[src/psq_pkg.sv]
/*
 * Shared constants and types of the program sequencer.
 * Assumes one 200 MHz clock that stands for the oscillator.
 */
package psq_pkg;

	// ----------------------------------------
	// Widths
	// ----------------------------------------
	localparam int PSQ_PC_W    = 13;
	localparam int PSQ_BANK_W  = 4;
	localparam int PSQ_ADDR_W  = 18;
	localparam int PSQ_INSTR_W = 16;
	localparam int PSQ_PCL_W   = 8;
	localparam int PSQ_DATA_W  = 32;

	// ----------------------------------------
	// Register indices and byte addresses
	// ----------------------------------------
	localparam logic [7:0] PSQ_PCL_IDX   = 8'h06;
	localparam logic [7:0] PSQ_BANK_IDX  = 8'h09;
	localparam logic [7:0] PSQ_STAT_IDX  = 8'h0a;
	localparam logic [7:0] PSQ_PCL_ADDR  = 8'(PSQ_PCL_IDX << 2);
	localparam logic [7:0] PSQ_BANK_ADDR = 8'(PSQ_BANK_IDX << 2);
	localparam logic [7:0] PSQ_STAT_ADDR = 8'(PSQ_STAT_IDX << 2);

	// ----------------------------------------
	// Reset values and vectors
	// ----------------------------------------
	localparam logic [12:0] PSQ_RESET_PC   = 13'h0000;
	localparam logic [3:0]  PSQ_RESET_BANK = 4'h0;
	localparam logic [12:0] PSQ_VEC_T0     = 13'h0008;
	localparam logic [12:0] PSQ_VEC_T1     = 13'h000c;
	localparam logic [12:0] PSQ_PC_ONE     = 13'h0001;

	// ----------------------------------------
	// Timing
	// ----------------------------------------
	localparam logic [1:0] PSQ_PHASE_LAST = 2'h3;
	localparam logic [1:0] PSQ_PHASE_ONE  = 2'h1;
	localparam logic [1:0] PSQ_BANK_DELAY = 2'h2;
	localparam logic [1:0] PSQ_BANK_LAST  = 2'h1;

	// ----------------------------------------
	// Types
	// ----------------------------------------
	typedef enum logic [1:0] {
		PSQ_OP_JUMP,
		PSQ_OP_CALL,
		PSQ_OP_RET,
		PSQ_OP_SKIP
	} psq_op_type;

	typedef enum logic [1:0] {
		PSQ_SEL_NONE,
		PSQ_SEL_PCL,
		PSQ_SEL_BANK,
		PSQ_SEL_STAT
	} psq_sel_type;

	typedef struct packed {
		logic        valid;
		psq_op_type  op;
		logic [12:0] target;
	} psq_cmd_type;

endpackage : psq_pkg

[src/psq_phase_gen.sv]
/*
 * System clock enable (oscillator divided by two) and four phases.
 * Assumes hold_in is synchronous; it restarts the phase sequence.
 */
module psq_phase_gen
	import psq_pkg::*;
(
	input  wire logic       mclk_in,        // Oscillator clock
	input  wire logic       sys_rst_in,     // Async reset, high
	input  wire logic       hold_in,        // Core held in reset
	output logic            sys_en_out,     // System clock enable
	output logic [1:0]      phase_out,      // Current phase
	output logic            cycle_end_out   // Last phase of a cycle
);

	logic       div;
	logic       next_div;
	logic       next_sys_en;
	logic [1:0] next_phase;
	logic       next_cycle_end;

	// ----------------------------------------
	// Divider and phase counter
	// ----------------------------------------
	always_comb begin
		next_div       = ~div;
		next_sys_en    = div;
		next_phase     = sys_en_out ? 2'(phase_out + PSQ_PHASE_ONE) : phase_out;
		next_cycle_end = div && (next_phase == PSQ_PHASE_LAST);
		if (hold_in) begin
			next_div       = 1'b0;
			next_sys_en    = 1'b0;
			next_phase     = '0;
			next_cycle_end = 1'b0;
		end
	end

	always_ff @(posedge mclk_in or posedge sys_rst_in) begin
		if (sys_rst_in) begin
			div           <= 1'b0;
			sys_en_out    <= 1'b0;
			phase_out     <= '0;
			cycle_end_out <= 1'b0;
		end else begin
			div           <= next_div;
			sys_en_out    <= next_sys_en;
			phase_out     <= next_phase;
			cycle_end_out <= next_cycle_end;
		end
	end
endmodule : psq_phase_gen

[src/psq_sequencer.sv]
/*
 * Program sequencer: instruction timing, fetch/execute overlap,
 * program counter, bank pointer and ROM word address.
 * Assumes the decoder presents its control command while the
 * instruction is in execute, and an APB master reaches the registers.
 */
//
// Summary of operation
// - System clock is oscillator divided by two, split into four phases.
// - One instruction cycle lasts four system clock periods.
// - Fetch of next instruction overlaps execution of current one.
// - Counter-changing instructions take two cycles via a dummy cycle.
// - Program counter is 13 bits, 8192 words per bank.
// - Counter increments by one after each fetch.
// - Jump, skip, PC_LOW_BYTE_REG write, call, return, reset, interrupt load counter.
// - True skip discards the prefetched instruction, runs a dummy cycle.
// - Low counter byte readable and writable at register 06H.
// - Writing the low byte jumps within the current 256-word page.
// - An 18-bit ROM word address reaches the 2M-bit ROM.
// - Program fetch address is built from bank pointer and counter.
// - External reset pin is active low and holds the core.
// - Fetch address equals bank times 2 to the 13 plus counter.
// - After reset execution starts at address 000H in bank 0.
// - Timer interrupts vector to 008H and 00CH within current bank.
// - Bank write takes effect after the following instruction completes.
module psq_sequencer
	import psq_pkg::*;
(
	input  wire logic              mclk_in,          // 200 MHz clock
	input  wire logic              sys_rst_in,       // Async reset, high
	input  wire logic              ext_reset_n_in,   // Reset pin, low
	input  wire logic [7:0]        paddr_in,         // APB address
	input  wire logic              psel_in,          // APB select
	input  wire logic              penable_in,       // APB enable
	input  wire logic              pwrite_in,        // APB direction
	input  wire logic [31:0]       pwdata_in,        // APB write data
	output logic [31:0]            prdata_out,       // APB read data
	output logic                   pready_out,       // APB ready
	output logic                   pslverr_out,      // APB error
	input  wire logic [15:0]       rom_data_in,      // ROM word
	input  wire psq_cmd_type       cmd_in,           // Decoder command
	input  wire logic              timer0_req_in,    // Timer 0 overflow
	input  wire logic              timer1_req_in,    // Timer 1 overflow
	input  wire logic              int_enable_in,    // Interrupts enabled
	input  wire logic              stack_full_in,    // Stack full
	output logic [17:0]            rom_word_address_out, // ROM address
	output logic [15:0]            instr_out,        // Instruction in execute
	output logic                   instr_valid_out,  // Not a dummy cycle
	output logic                   cycle_end_out,    // End of instruction cycle
	output logic [1:0]             phase_out,        // Phase clock index
	output logic                   sys_en_out,       // System clock enable
	output logic                   push_out,         // Push return address
	output logic [12:0]            push_addr_out,    // Address to push
	output logic                   int_ack_out,      // Interrupt taken
	output logic [12:0]            program_counter_bits_out, // Counter
	output logic [3:0]             bank_pointer_out  // Active bank
);

	// ----------------------------------------
	// Declarations
	// ----------------------------------------
	logic        hold;
	logic        apb_access;
	logic        apb_wr;
	psq_sel_type apb_sel;
	logic        int_take;
	logic        int_t0;
	logic        flush;

	logic [31:0] next_prdata;
	logic        next_pready;
	logic        next_pslverr;

	logic [12:0] next_pc;
	logic [3:0]  next_bank;
	logic [17:0] next_rom_addr;
	logic [15:0] next_instr;
	logic        next_instr_valid;
	logic        next_push;
	logic [12:0] next_push_addr;
	logic        next_int_ack;
	logic        pcl_pend;
	logic        next_pcl_pend;
	logic [7:0]  pcl_val;
	logic [7:0]  next_pcl_val;
	logic [3:0]  bank_val;
	logic [3:0]  next_bank_val;
	logic [1:0]  bank_cnt;
	logic [1:0]  next_bank_cnt;

	// ----------------------------------------
	// Register decode
	// ----------------------------------------
	function automatic psq_sel_type psq_decode(input logic [7:0] addr);
		unique case (addr)
			PSQ_PCL_ADDR:  psq_decode = PSQ_SEL_PCL;
			PSQ_BANK_ADDR: psq_decode = PSQ_SEL_BANK;
			PSQ_STAT_ADDR: psq_decode = PSQ_SEL_STAT;
			default:       psq_decode = PSQ_SEL_NONE;
		endcase
	endfunction : psq_decode

	function automatic logic [17:0] psq_fetch_addr(input logic [3:0] bank,
	                                               input logic [12:0] pc);
		psq_fetch_addr = {1'b0, bank, pc};
	endfunction : psq_fetch_addr

	assign hold       = ~ext_reset_n_in;
	assign apb_access = psel_in && penable_in;
	assign apb_wr     = apb_access && pready_out && pwrite_in;
	assign apb_sel    = psq_decode(paddr_in);

	// ----------------------------------------
	// Phase generator
	// ----------------------------------------
	psq_phase_gen u_phase (
		.mclk_in       (mclk_in),
		.sys_rst_in    (sys_rst_in),
		.hold_in       (hold),
		.sys_en_out    (sys_en_out),
		.phase_out     (phase_out),
		.cycle_end_out (cycle_end_out)
	);

	// ----------------------------------------
	// APB slave, one wait state
	// ----------------------------------------
	always_comb begin
		next_pready  = apb_access && !pready_out;
		next_pslverr = 1'b0;
		next_prdata  = '0;
		if (next_pready) begin
			unique case (apb_sel)
				PSQ_SEL_PCL:  next_prdata = 32'(program_counter_bits_out[7:0]);
				PSQ_SEL_BANK: next_prdata = 32'(bank_pointer_out);
				PSQ_SEL_STAT: next_prdata = 32'({bank_pointer_out,
				                                  program_counter_bits_out});
				PSQ_SEL_NONE: next_pslverr = 1'b1;
			endcase
		end
	end

	always_ff @(posedge mclk_in or posedge sys_rst_in) begin
		if (sys_rst_in) begin
			pready_out  <= 1'b0;
			pslverr_out <= 1'b0;
			prdata_out  <= '0;
		end else begin
			pready_out  <= next_pready;
			pslverr_out <= next_pslverr;
			prdata_out  <= next_prdata;
		end
	end

	// ----------------------------------------
	// Sequencer
	// ----------------------------------------
	assign int_t0   = timer0_req_in;
	assign int_take = cycle_end_out && !cmd_in.valid && !pcl_pend
	                  && int_enable_in && !stack_full_in
	                  && (timer0_req_in || timer1_req_in);

	always_comb begin
		next_pc          = program_counter_bits_out;
		next_bank        = bank_pointer_out;
		next_instr       = instr_out;
		next_instr_valid = instr_valid_out;
		next_push        = 1'b0;
		next_push_addr   = push_addr_out;
		next_int_ack     = 1'b0;
		next_pcl_pend    = pcl_pend;
		next_pcl_val     = pcl_val;
		next_bank_val    = bank_val;
		next_bank_cnt    = bank_cnt;
		flush            = 1'b0;

		if (cycle_end_out) begin
			if (cmd_in.valid) begin
				flush = 1'b1;
				unique case (cmd_in.op)
					PSQ_OP_JUMP: next_pc = cmd_in.target;
					PSQ_OP_CALL: begin
						next_pc        = cmd_in.target;
						next_push      = 1'b1;
						next_push_addr = program_counter_bits_out;
					end
					PSQ_OP_RET:  next_pc = cmd_in.target;
					PSQ_OP_SKIP: next_pc = program_counter_bits_out
					                       + PSQ_PC_ONE;
				endcase
			end else if (pcl_pend) begin
				flush         = 1'b1;
				next_pcl_pend = 1'b0;
				next_pc       = {program_counter_bits_out[12:8], pcl_val};
			end else if (int_take) begin
				flush          = 1'b1;
				next_push      = 1'b1;
				next_push_addr = program_counter_bits_out;
				next_int_ack   = 1'b1;
				next_pc        = int_t0 ? PSQ_VEC_T0 : PSQ_VEC_T1;
			end else begin
				next_pc = program_counter_bits_out + PSQ_PC_ONE;
			end
			// Fetched word moves to execute, or a dummy replaces it
			next_instr       = rom_data_in;
			next_instr_valid = !flush;
			if (bank_cnt != '0) begin
				next_bank_cnt = 2'(bank_cnt - PSQ_BANK_LAST);
				if (bank_cnt == PSQ_BANK_LAST) begin
					next_bank = bank_val;
				end
			end
		end

		// A register write in the same cycle wins over the consume
		if (apb_wr && apb_sel == PSQ_SEL_PCL) begin
			next_pcl_pend = 1'b1;
			next_pcl_val  = pwdata_in[7:0];
		end
		if (apb_wr && apb_sel == PSQ_SEL_BANK) begin
			next_bank_val = pwdata_in[3:0];
			next_bank_cnt = PSQ_BANK_DELAY;
		end

		if (hold) begin
			next_pc          = PSQ_RESET_PC;
			next_bank        = PSQ_RESET_BANK;
			next_instr       = '0;
			next_instr_valid = 1'b0;
			next_push        = 1'b0;
			next_int_ack     = 1'b0;
			next_pcl_pend    = 1'b0;
			next_bank_cnt    = '0;
		end
		next_rom_addr = psq_fetch_addr(next_bank, next_pc);
	end

	always_ff @(posedge mclk_in or posedge sys_rst_in) begin
		if (sys_rst_in) begin
			program_counter_bits_out <= PSQ_RESET_PC;
			bank_pointer_out         <= PSQ_RESET_BANK;
			rom_word_address_out     <= '0;
			instr_out                <= '0;
			instr_valid_out          <= 1'b0;
			push_out                 <= 1'b0;
			push_addr_out            <= '0;
			int_ack_out              <= 1'b0;
			pcl_pend                 <= 1'b0;
			pcl_val                  <= '0;
			bank_val                 <= '0;
			bank_cnt                 <= '0;
		end else begin
			program_counter_bits_out <= next_pc;
			bank_pointer_out         <= next_bank;
			rom_word_address_out     <= next_rom_addr;
			instr_out                <= next_instr;
			instr_valid_out          <= next_instr_valid;
			push_out                 <= next_push;
			push_addr_out            <= next_push_addr;
			int_ack_out              <= next_int_ack;
			pcl_pend                 <= next_pcl_pend;
			pcl_val                  <= next_pcl_val;
			bank_val                 <= next_bank_val;
			bank_cnt                 <= next_bank_cnt;
		end
	end
endmodule : psq_sequencer

[config.mk]
export PLATFORM = sky130hd
export DESIGN_NAME = psq_sequencer
export DESIGN_NICKNAME = d
export VERILOG_FILES = /design/src/psq_pkg.sv /design/src/psq_phase_gen.sv /design/src/psq_sequencer.sv
export SDC_FILE = /design/constraint.sdc
export NUM_CORES = 1
export LEC_CHECK = 0
export BUFFER_PORTS_ARGS = -buffer_cell sky130_fd_sc_hd__buf_2
export CAP_MARGIN = 40
export CORE_AREA = 5 5 106 108
export CTS_CLUSTER_DIAMETER = 40
export CTS_CLUSTER_SIZE = 8
export DETAILED_ROUTE_END_ITERATION = 12
export DIE_AREA = 0 0 111 113
export PLACE_DENSITY = 0.8
export SLEW_MARGIN = 20
export SYNTH_ARGS = -nofsm -noshare
export SYNTH_HDL_FRONTEND = slang
export SYNTH_HIERARCHICAL = 1
export SYNTH_SLANG_ARGS = --single-unit
[constraint.sdc]
create_clock -name mclk_in -period 1.9 [get_ports mclk_in]
set_input_delay 0 -clock mclk_in [delete_from_list [all_inputs] [get_ports mclk_in]]
set_output_delay 0 -clock mclk_in [all_outputs]
set_load 0.005 [all_outputs]
# Word-level counts from Yosys, hierarchy flattened
# Cells that the tools add are included.
# classes
addsub,3
n_eq_ne,18
n_mux,49
n_bitwise,1
reduce_logical,26
# ops
operator,count
two-way mux 13 bit,9
one-hot mux 17 bit (3 select lines),1
two-way mux 16 bit,2
one-hot mux 13 bit (2 select lines),1
two-way mux 1 bit,23
two-way mux 17 bit,1
"== test 8 x 6 -> 1 bit, second input constant",2
two-way mux 4 bit,4
"adder 13 x 1 -> 13 bit, second input constant",1
logical AND 1 bit,12
two-way mux 2 bit,6
"== test 2 bit, second input constant",5
"!= test 3 x 1 -> 1 bit, second input constant",3
"== test 8 x 5 -> 1 bit, second input constant",1
"== test 2 x 1 -> 1 bit, second input constant",3
one-hot mux 2 bit (3 select lines),1
logical NOT 1 bit,5
logical NOT 2 bit,2
"!= test 2 x 1 -> 1 bit, second input constant",2
AND reduction 2 bit,2
AND reduction 4 bit,1
nonzero test 2 bit,2
two-way mux 3 bit,1
"!= test 3 x 2 -> 1 bit, second input constant",1
other kinds (6),6
# word_totals
reg_bits,120
in_bits,82
out_inout_bits,105
word_cells,116

# Longest topological paths before layout
# logic_depth
word_depth,13
mapped_depth,8
depth_no_buf,7

# By module
# The synthesis kept the hierarchy.
# by_module_without_submodules
mod,instances,cells_per_inst,area_per_inst_um2,seq_area_each_um2
psq_sequencer,1,373,4051.4,2077.0
psq_phase_gen,1,14,182.7,125.1

# Least setup slack after synthesis
# No wires, ideal clock.
# synth_timing
kind,register to register
start,reg u_phase.cycle_end_out
end,reg push_addr_out[0]
setup_ns,0.125
t_arrival_ns,1.607
required_time_ns,1.775
slack_ns,0.168
stages_incl_launch_ff,7
path_buffers,2
period_less_slack_ns,1.732
path_cell_list,dfrtp_1 -> buf_2 -> and4bb_1 -> nand2_1 -> o21ai_2 -> buf_6 -> mux2_2
# synth_via
elab_chain_len,7
# synth_rtl
element,line_no,text
"start, declared",psq_phase_gen.sv:13,output logic cycle_end_out
"start signal, assigned",psq_phase_gen.sv:48,cycle_end_out <= next_cycle_end;
logical AND 1 bit (2 in a row),psq_sequencer.sv:159,assign int_take = cycle_end_out && !cmd_in.valid && !pcl_pend
logical AND 1 bit (2 in a row),psq_sequencer.sv:160,&& int_enable_in && !stack_full_in
logical AND 1 bit,psq_sequencer.sv:161,&& (timer0_req_in || timer1_req_in);
nonzero test 2 bit (no source line),--,
AND reduction 4 bit (no source line) *,--,
"end signal, assigned",psq_sequencer.sv:259,push_addr_out <= next_push_addr;
"end, declared",psq_sequencer.sv:53,"output logic [12:0] push_addr_out,"
# Every way passes the cells marked *; elsewhere a longest branch is shown, timed or not.
# A chain may end at the register's enable or synchronous reset.

# Final worst setup path
# layout_timing
start,reg u_phase.cycle_end_out
end,reg program_counter_bits_out[10]
# layout_via
elab_chain_len,10
# layout_rtl
element,line_no,text
logical AND 1 bit (2 in a row),psq_sequencer.sv:159,
logical AND 1 bit (2 in a row),psq_sequencer.sv:160,
logical AND 1 bit,psq_sequencer.sv:161,
two-way mux 13 bit,psq_sequencer.sv:195,end else if (int_take) begin
two-way mux 13 bit,psq_sequencer.sv:191,end else if (pcl_pend) begin
two-way mux 13 bit,psq_sequencer.sv:178,if (cmd_in.valid) begin
two-way mux 13 bit *,psq_sequencer.sv:177,if (cycle_end_out) begin
two-way mux 13 bit *,psq_sequencer.sv:225,if (hold) begin
"end signal, assigned",psq_sequencer.sv:253,program_counter_bits_out <= next_pc;
"end, declared",psq_sequencer.sv:55,"output logic [12:0] program_counter_bits_out,"
# Marks and branches as above.

==> impl_results.md <==
- TNS Setup: 0 ps
- Vias in the first global route: 3632
- RSZ-0062 raised after global routing: no
- CP Class: register to register
- Global Route Usage Sum: 18.6%
- Yosys warns: 6
- Area fraction in compound gates after synthesis: 10.5%
- Final hold vios: 0
- Post-synth EDFFs: 0
- Internal cell power: between 2 and 3 mW
- RePlAce Congestion: around 0.87
- Initial DRC count: ~150
- CP startpoint kind: register
- Crit Path Max Fanout: 10
- Clock Tree Buf Depth: 2
- Sequential fraction of the synthesis area: 52.0%
- Pre-CTS WS: around 170 ps
- TritonCTS buffer count: 9
- Part of the cycle the worst path needs: 93.4%
- Post-Syn Area: about 4200 um2
- Clock power frac: 39.6%
- CP max stage delay: around 550 ps
- Status: finished clean
- Clock-pin slew on the worst setup and hold paths: 90 ps
- Die Y: around 110 um
- Routed wire per std cell: 16.7 um
- # Max-Cap Violations: 0
- FF-to-FF path depth: 5
- Mapped Cells: slightly below 400
- Critical path arrival: slightly above 2000 ps
- Yosys reg bits: 88
- Initial antenna violation count: 2
- Max VDD drop: between 300 and 400 uV
- Worst slew pin tran: approximately 600 ps
- Power density cells: between 600 and 700 nW/um2
- Post-synthesis mux area share: between 10% and 20%
- Worst setup EP type: register
- Syn_area_per_cell: 10.9 um2
- Layout area overhead: 31.2%
- Max frequency: roughly 560 MHz
- Fraction of registers with async set/reset: 100%
- DRC: 0
- PortBufs: approximately 150
- NumNets Final: between 600 and 700
- CTS tree: yes
- First-pass GRT wire length: roughly 19 mm
- Fin. max-slew vios: 0
- Global route total overflow: 0
- Distinct cell type count after synthesis: 59
- Worst Skew: roughly 8.3 ps
- Antenna Cells: 0
- Switching pwr: 0.813 mW
- Adder-cell share of the synthesized area: 0.887%
- Root buffer cell: clkbuf_8
- Initial Util: 41.8%
- Simple-gate share of the synthesized area: between 15 and 20%
- Critical-path top delay cell: a2111o_1
- Top Ports: around 190
- Comb power frac: 7.5%
- CP Data Required Time: between 2000 and 2500 ps
- Sw frac: between 20% and 30%
- Min-Delay Path Class: input port to register
- Worst Hold Depth: 4
- Largest net degree at the start of global routing: 40
- Vias: roughly 3.5k
- CTS H-Tree Depth: 3
- Synth Flop Type: dfrtp_1
- Final WL: ~12 mm
- Worst slew margin: between 60% and 70%
- Clk_lat worst skew: around 350 ps
- Largest family of logic cells by synthesized area: simple AND/OR/NAND/NOR gates
- Reg power frac: 52.8%
- Hpwl dp: 8.53 mm
- Num rows: 37
- Final min period: ~1800 ps
- Die area: 12500 um2
- Post-Synth XOR/XNOR Area: under 10%
- Drt via density: between 5 and 6
- Std-Cell Core Area: slightly above 10000 um2
- Min setup slack post-route: ~130 ps
- Final setup viols: 0
- Leakage: 2.91 nW
- Die X: 111 um
- DRT Pass-1 Iters: 4
- Clock Sinks: 88
- Antenna viol nets, final: 0
- Critical-path cell list: and4bb_1 -> a2111o_1 -> a31oi_1 -> o21ai_0 -> o311ai_1
- Layout cell share with drive strength beyond 1: about 38%
-- worst max-delay path: cells and delay by family (launching register included) --
kind / cells / cell delay [ps]
DFF: 1 / 420
and+or+nand+nor: 1 / 260
AOI/OAI and AO/OA: 4 / 990
-- cells in the mapped netlist (4+ instances only) --
| library cell | number | area [um2] |
|---|---|---|
| and2_1 | 17 | 106 |
| nor3_1 | 5 | 25.0 |
| nand3_1 | 13 | 65.1 |
| mux2i_1 | 16 | 160 |
| nor2b_1 | 4 | 25.0 |
| a22o_1 | 5 | 43.8 |
| o21ai_0 | 10 | 50.1 |
| buf_2 | 5 | 25.0 |
| buf_4 | 33 | 248 |
| a21oi_1 | 17 | 85.1 |
| o311ai_1 | 4 | 35.0 |
| xnor2_1 | 5 | 43.8 |
| mux2_4 | 8 | 120 |
| dfrtp_1 | 88 | 2200 |
| mux2_2 | 17 | 191 |
| nand2_1 | 30 | 113 |
| clkbuf_1 | 8 | 30.0 |
| a31oi_1 | 7 | 43.8 |
| nor2_1 | 31 | 116 |
| inv_1 | 8 | 30.0 |
-- stage by stage --
| step | total power, mW | hold slack (ps) | cell area, um2 | util [%] | instances |
|---|---|---|---|---|---|
| 6_report | 3.57 | 31.2 | 5550 | 54.8 | 698 |
| 3_5_place_dp | 2.14 | -53.6 | 4980 | 49.1 | 647 |
| 4_1_cts | 3.62 | 6.41 | 5550 | 54.7 | 698 |
| 2_1_floorplan | 2.04 | -221 | 4290 | - | 402 |
| 5_1_grt | 3.71 | 23.6 | 5550 | 54.8 | 698 |
| 3_3_place_gp | 2.13 | -68.8 | 4980 | 49.1 | 647 |
-- layout by cell type, fill, tap and decap left out, drive strengths merged, types with 4 or more instances in the layout --
| master | synthesis | final |
|---|---|---|
| xnor2 | 5 | 5 |
| a21oi | 17 | 17 |
| mux2i | 16 | 16 |
| nor2 | 31 | 31 |
| a31oi | 7 | 7 |
| inv | 9 | 9 |
| clkbuf | 8 | 10 |
| buf | 43 | 160 |
| a22o | 5 | 5 |
| nand3 | 13 | 13 |
| mux2 | 25 | 25 |
| dlygate4sd3 | 0 | 35 |
| conb | 1 | 16 |
| nand2 | 30 | 30 |
| and2 | 17 | 17 |
| dfrtp | 88 | 88 |
| o21ai | 11 | 11 |
| nor2b | 4 | 4 |
| nor3 | 6 | 6 |
| o311ai | 5 | 5 |
-- power by group through the flow --
stage	Combinational, mW	Sequential (mW)	Clock, mW
after floorplan	0.119	1.92	0
after global placement	0.206	1.92	0
after detailed placement	0.213	1.92	0
after CTS	0.269	1.89	1.46
after global routing	0.300	1.89	1.52
final	0.269	1.89	1.41
-- flip-flops by register name, summed over array words and instances, names as in the netlist, 2 cells and up --
register	flops
bank_cnt	2
bank_val	4
pcl_val	8
bank_pointer_out	3
instr_out	16
push_addr_out	13
u_phase/phase_out	2
prdata_out	17
rom_word_address_out	2
program_counter_bits_out	12
-- cell type report --
type | count | area, um2
clock buffers | 10 | 128
clock inverters | 6 | 92.6
fillers | 866 | 4580
inverters | 9 | 37.5
multi-input cells | 254 | 1730
flip-flops and latches | 88 | 2200
well taps | 136 | 170
repair buffers | 195 | 1200
-- cell families after synthesis --
| group | after synthesis |
|---|---|
| muxes | 41 |
| other | 1 |
| buffers and inverters | 60 |
| AOI/OAI and AO/OA | 64 |
| DFF | 88 |
| adders and majority gates | 3 |
| xor gates and xnor gates | 7 |
| and+or+nand+nor | 123 |
-- routing by layer --
| metal | share of wire, % | global-route usage, % | up-vias |
|---|---|---|---|
| met5 | 0.16 | 0 | - |
| met4 | 1.8 | 5.09 | 4 |
| met3 | 7.9 | 6.26 | 19 |
| met2 | 51 | 33.1 | 155 |
| met1 | 39 | 21.5 | 1718 |
| li1 | - | - | 1638 |
-- repair_timing --
| item | 4_1_cts | 5_1_grt |
|---|---|---|
| hold buffers | 35 | 0 |
| setup endpoints to repair | 0 | 6 |
| hold endpoints to repair | 62 | 0 |
| buffers inserted | 0 | 0 |
| gates resized for setup | 0 | 2 |
-- worst paths after layout --
path,from,endpoint,slack (ps)
min,psel_in,pready_out,30
max in group asynchronous,sys_rst_in,program_counter_bits_out[7],1050
max,u_phase/cycle_end_out,program_counter_bits_out[10],130
min reg2reg,u_phase/div,u_phase/div,410
min in group asynchronous,sys_rst_in,u_phase/phase_out[0],110
max reg2reg,u_phase/cycle_end_out,program_counter_bits_out[10],130
Power figures use the tool's default switching activity.
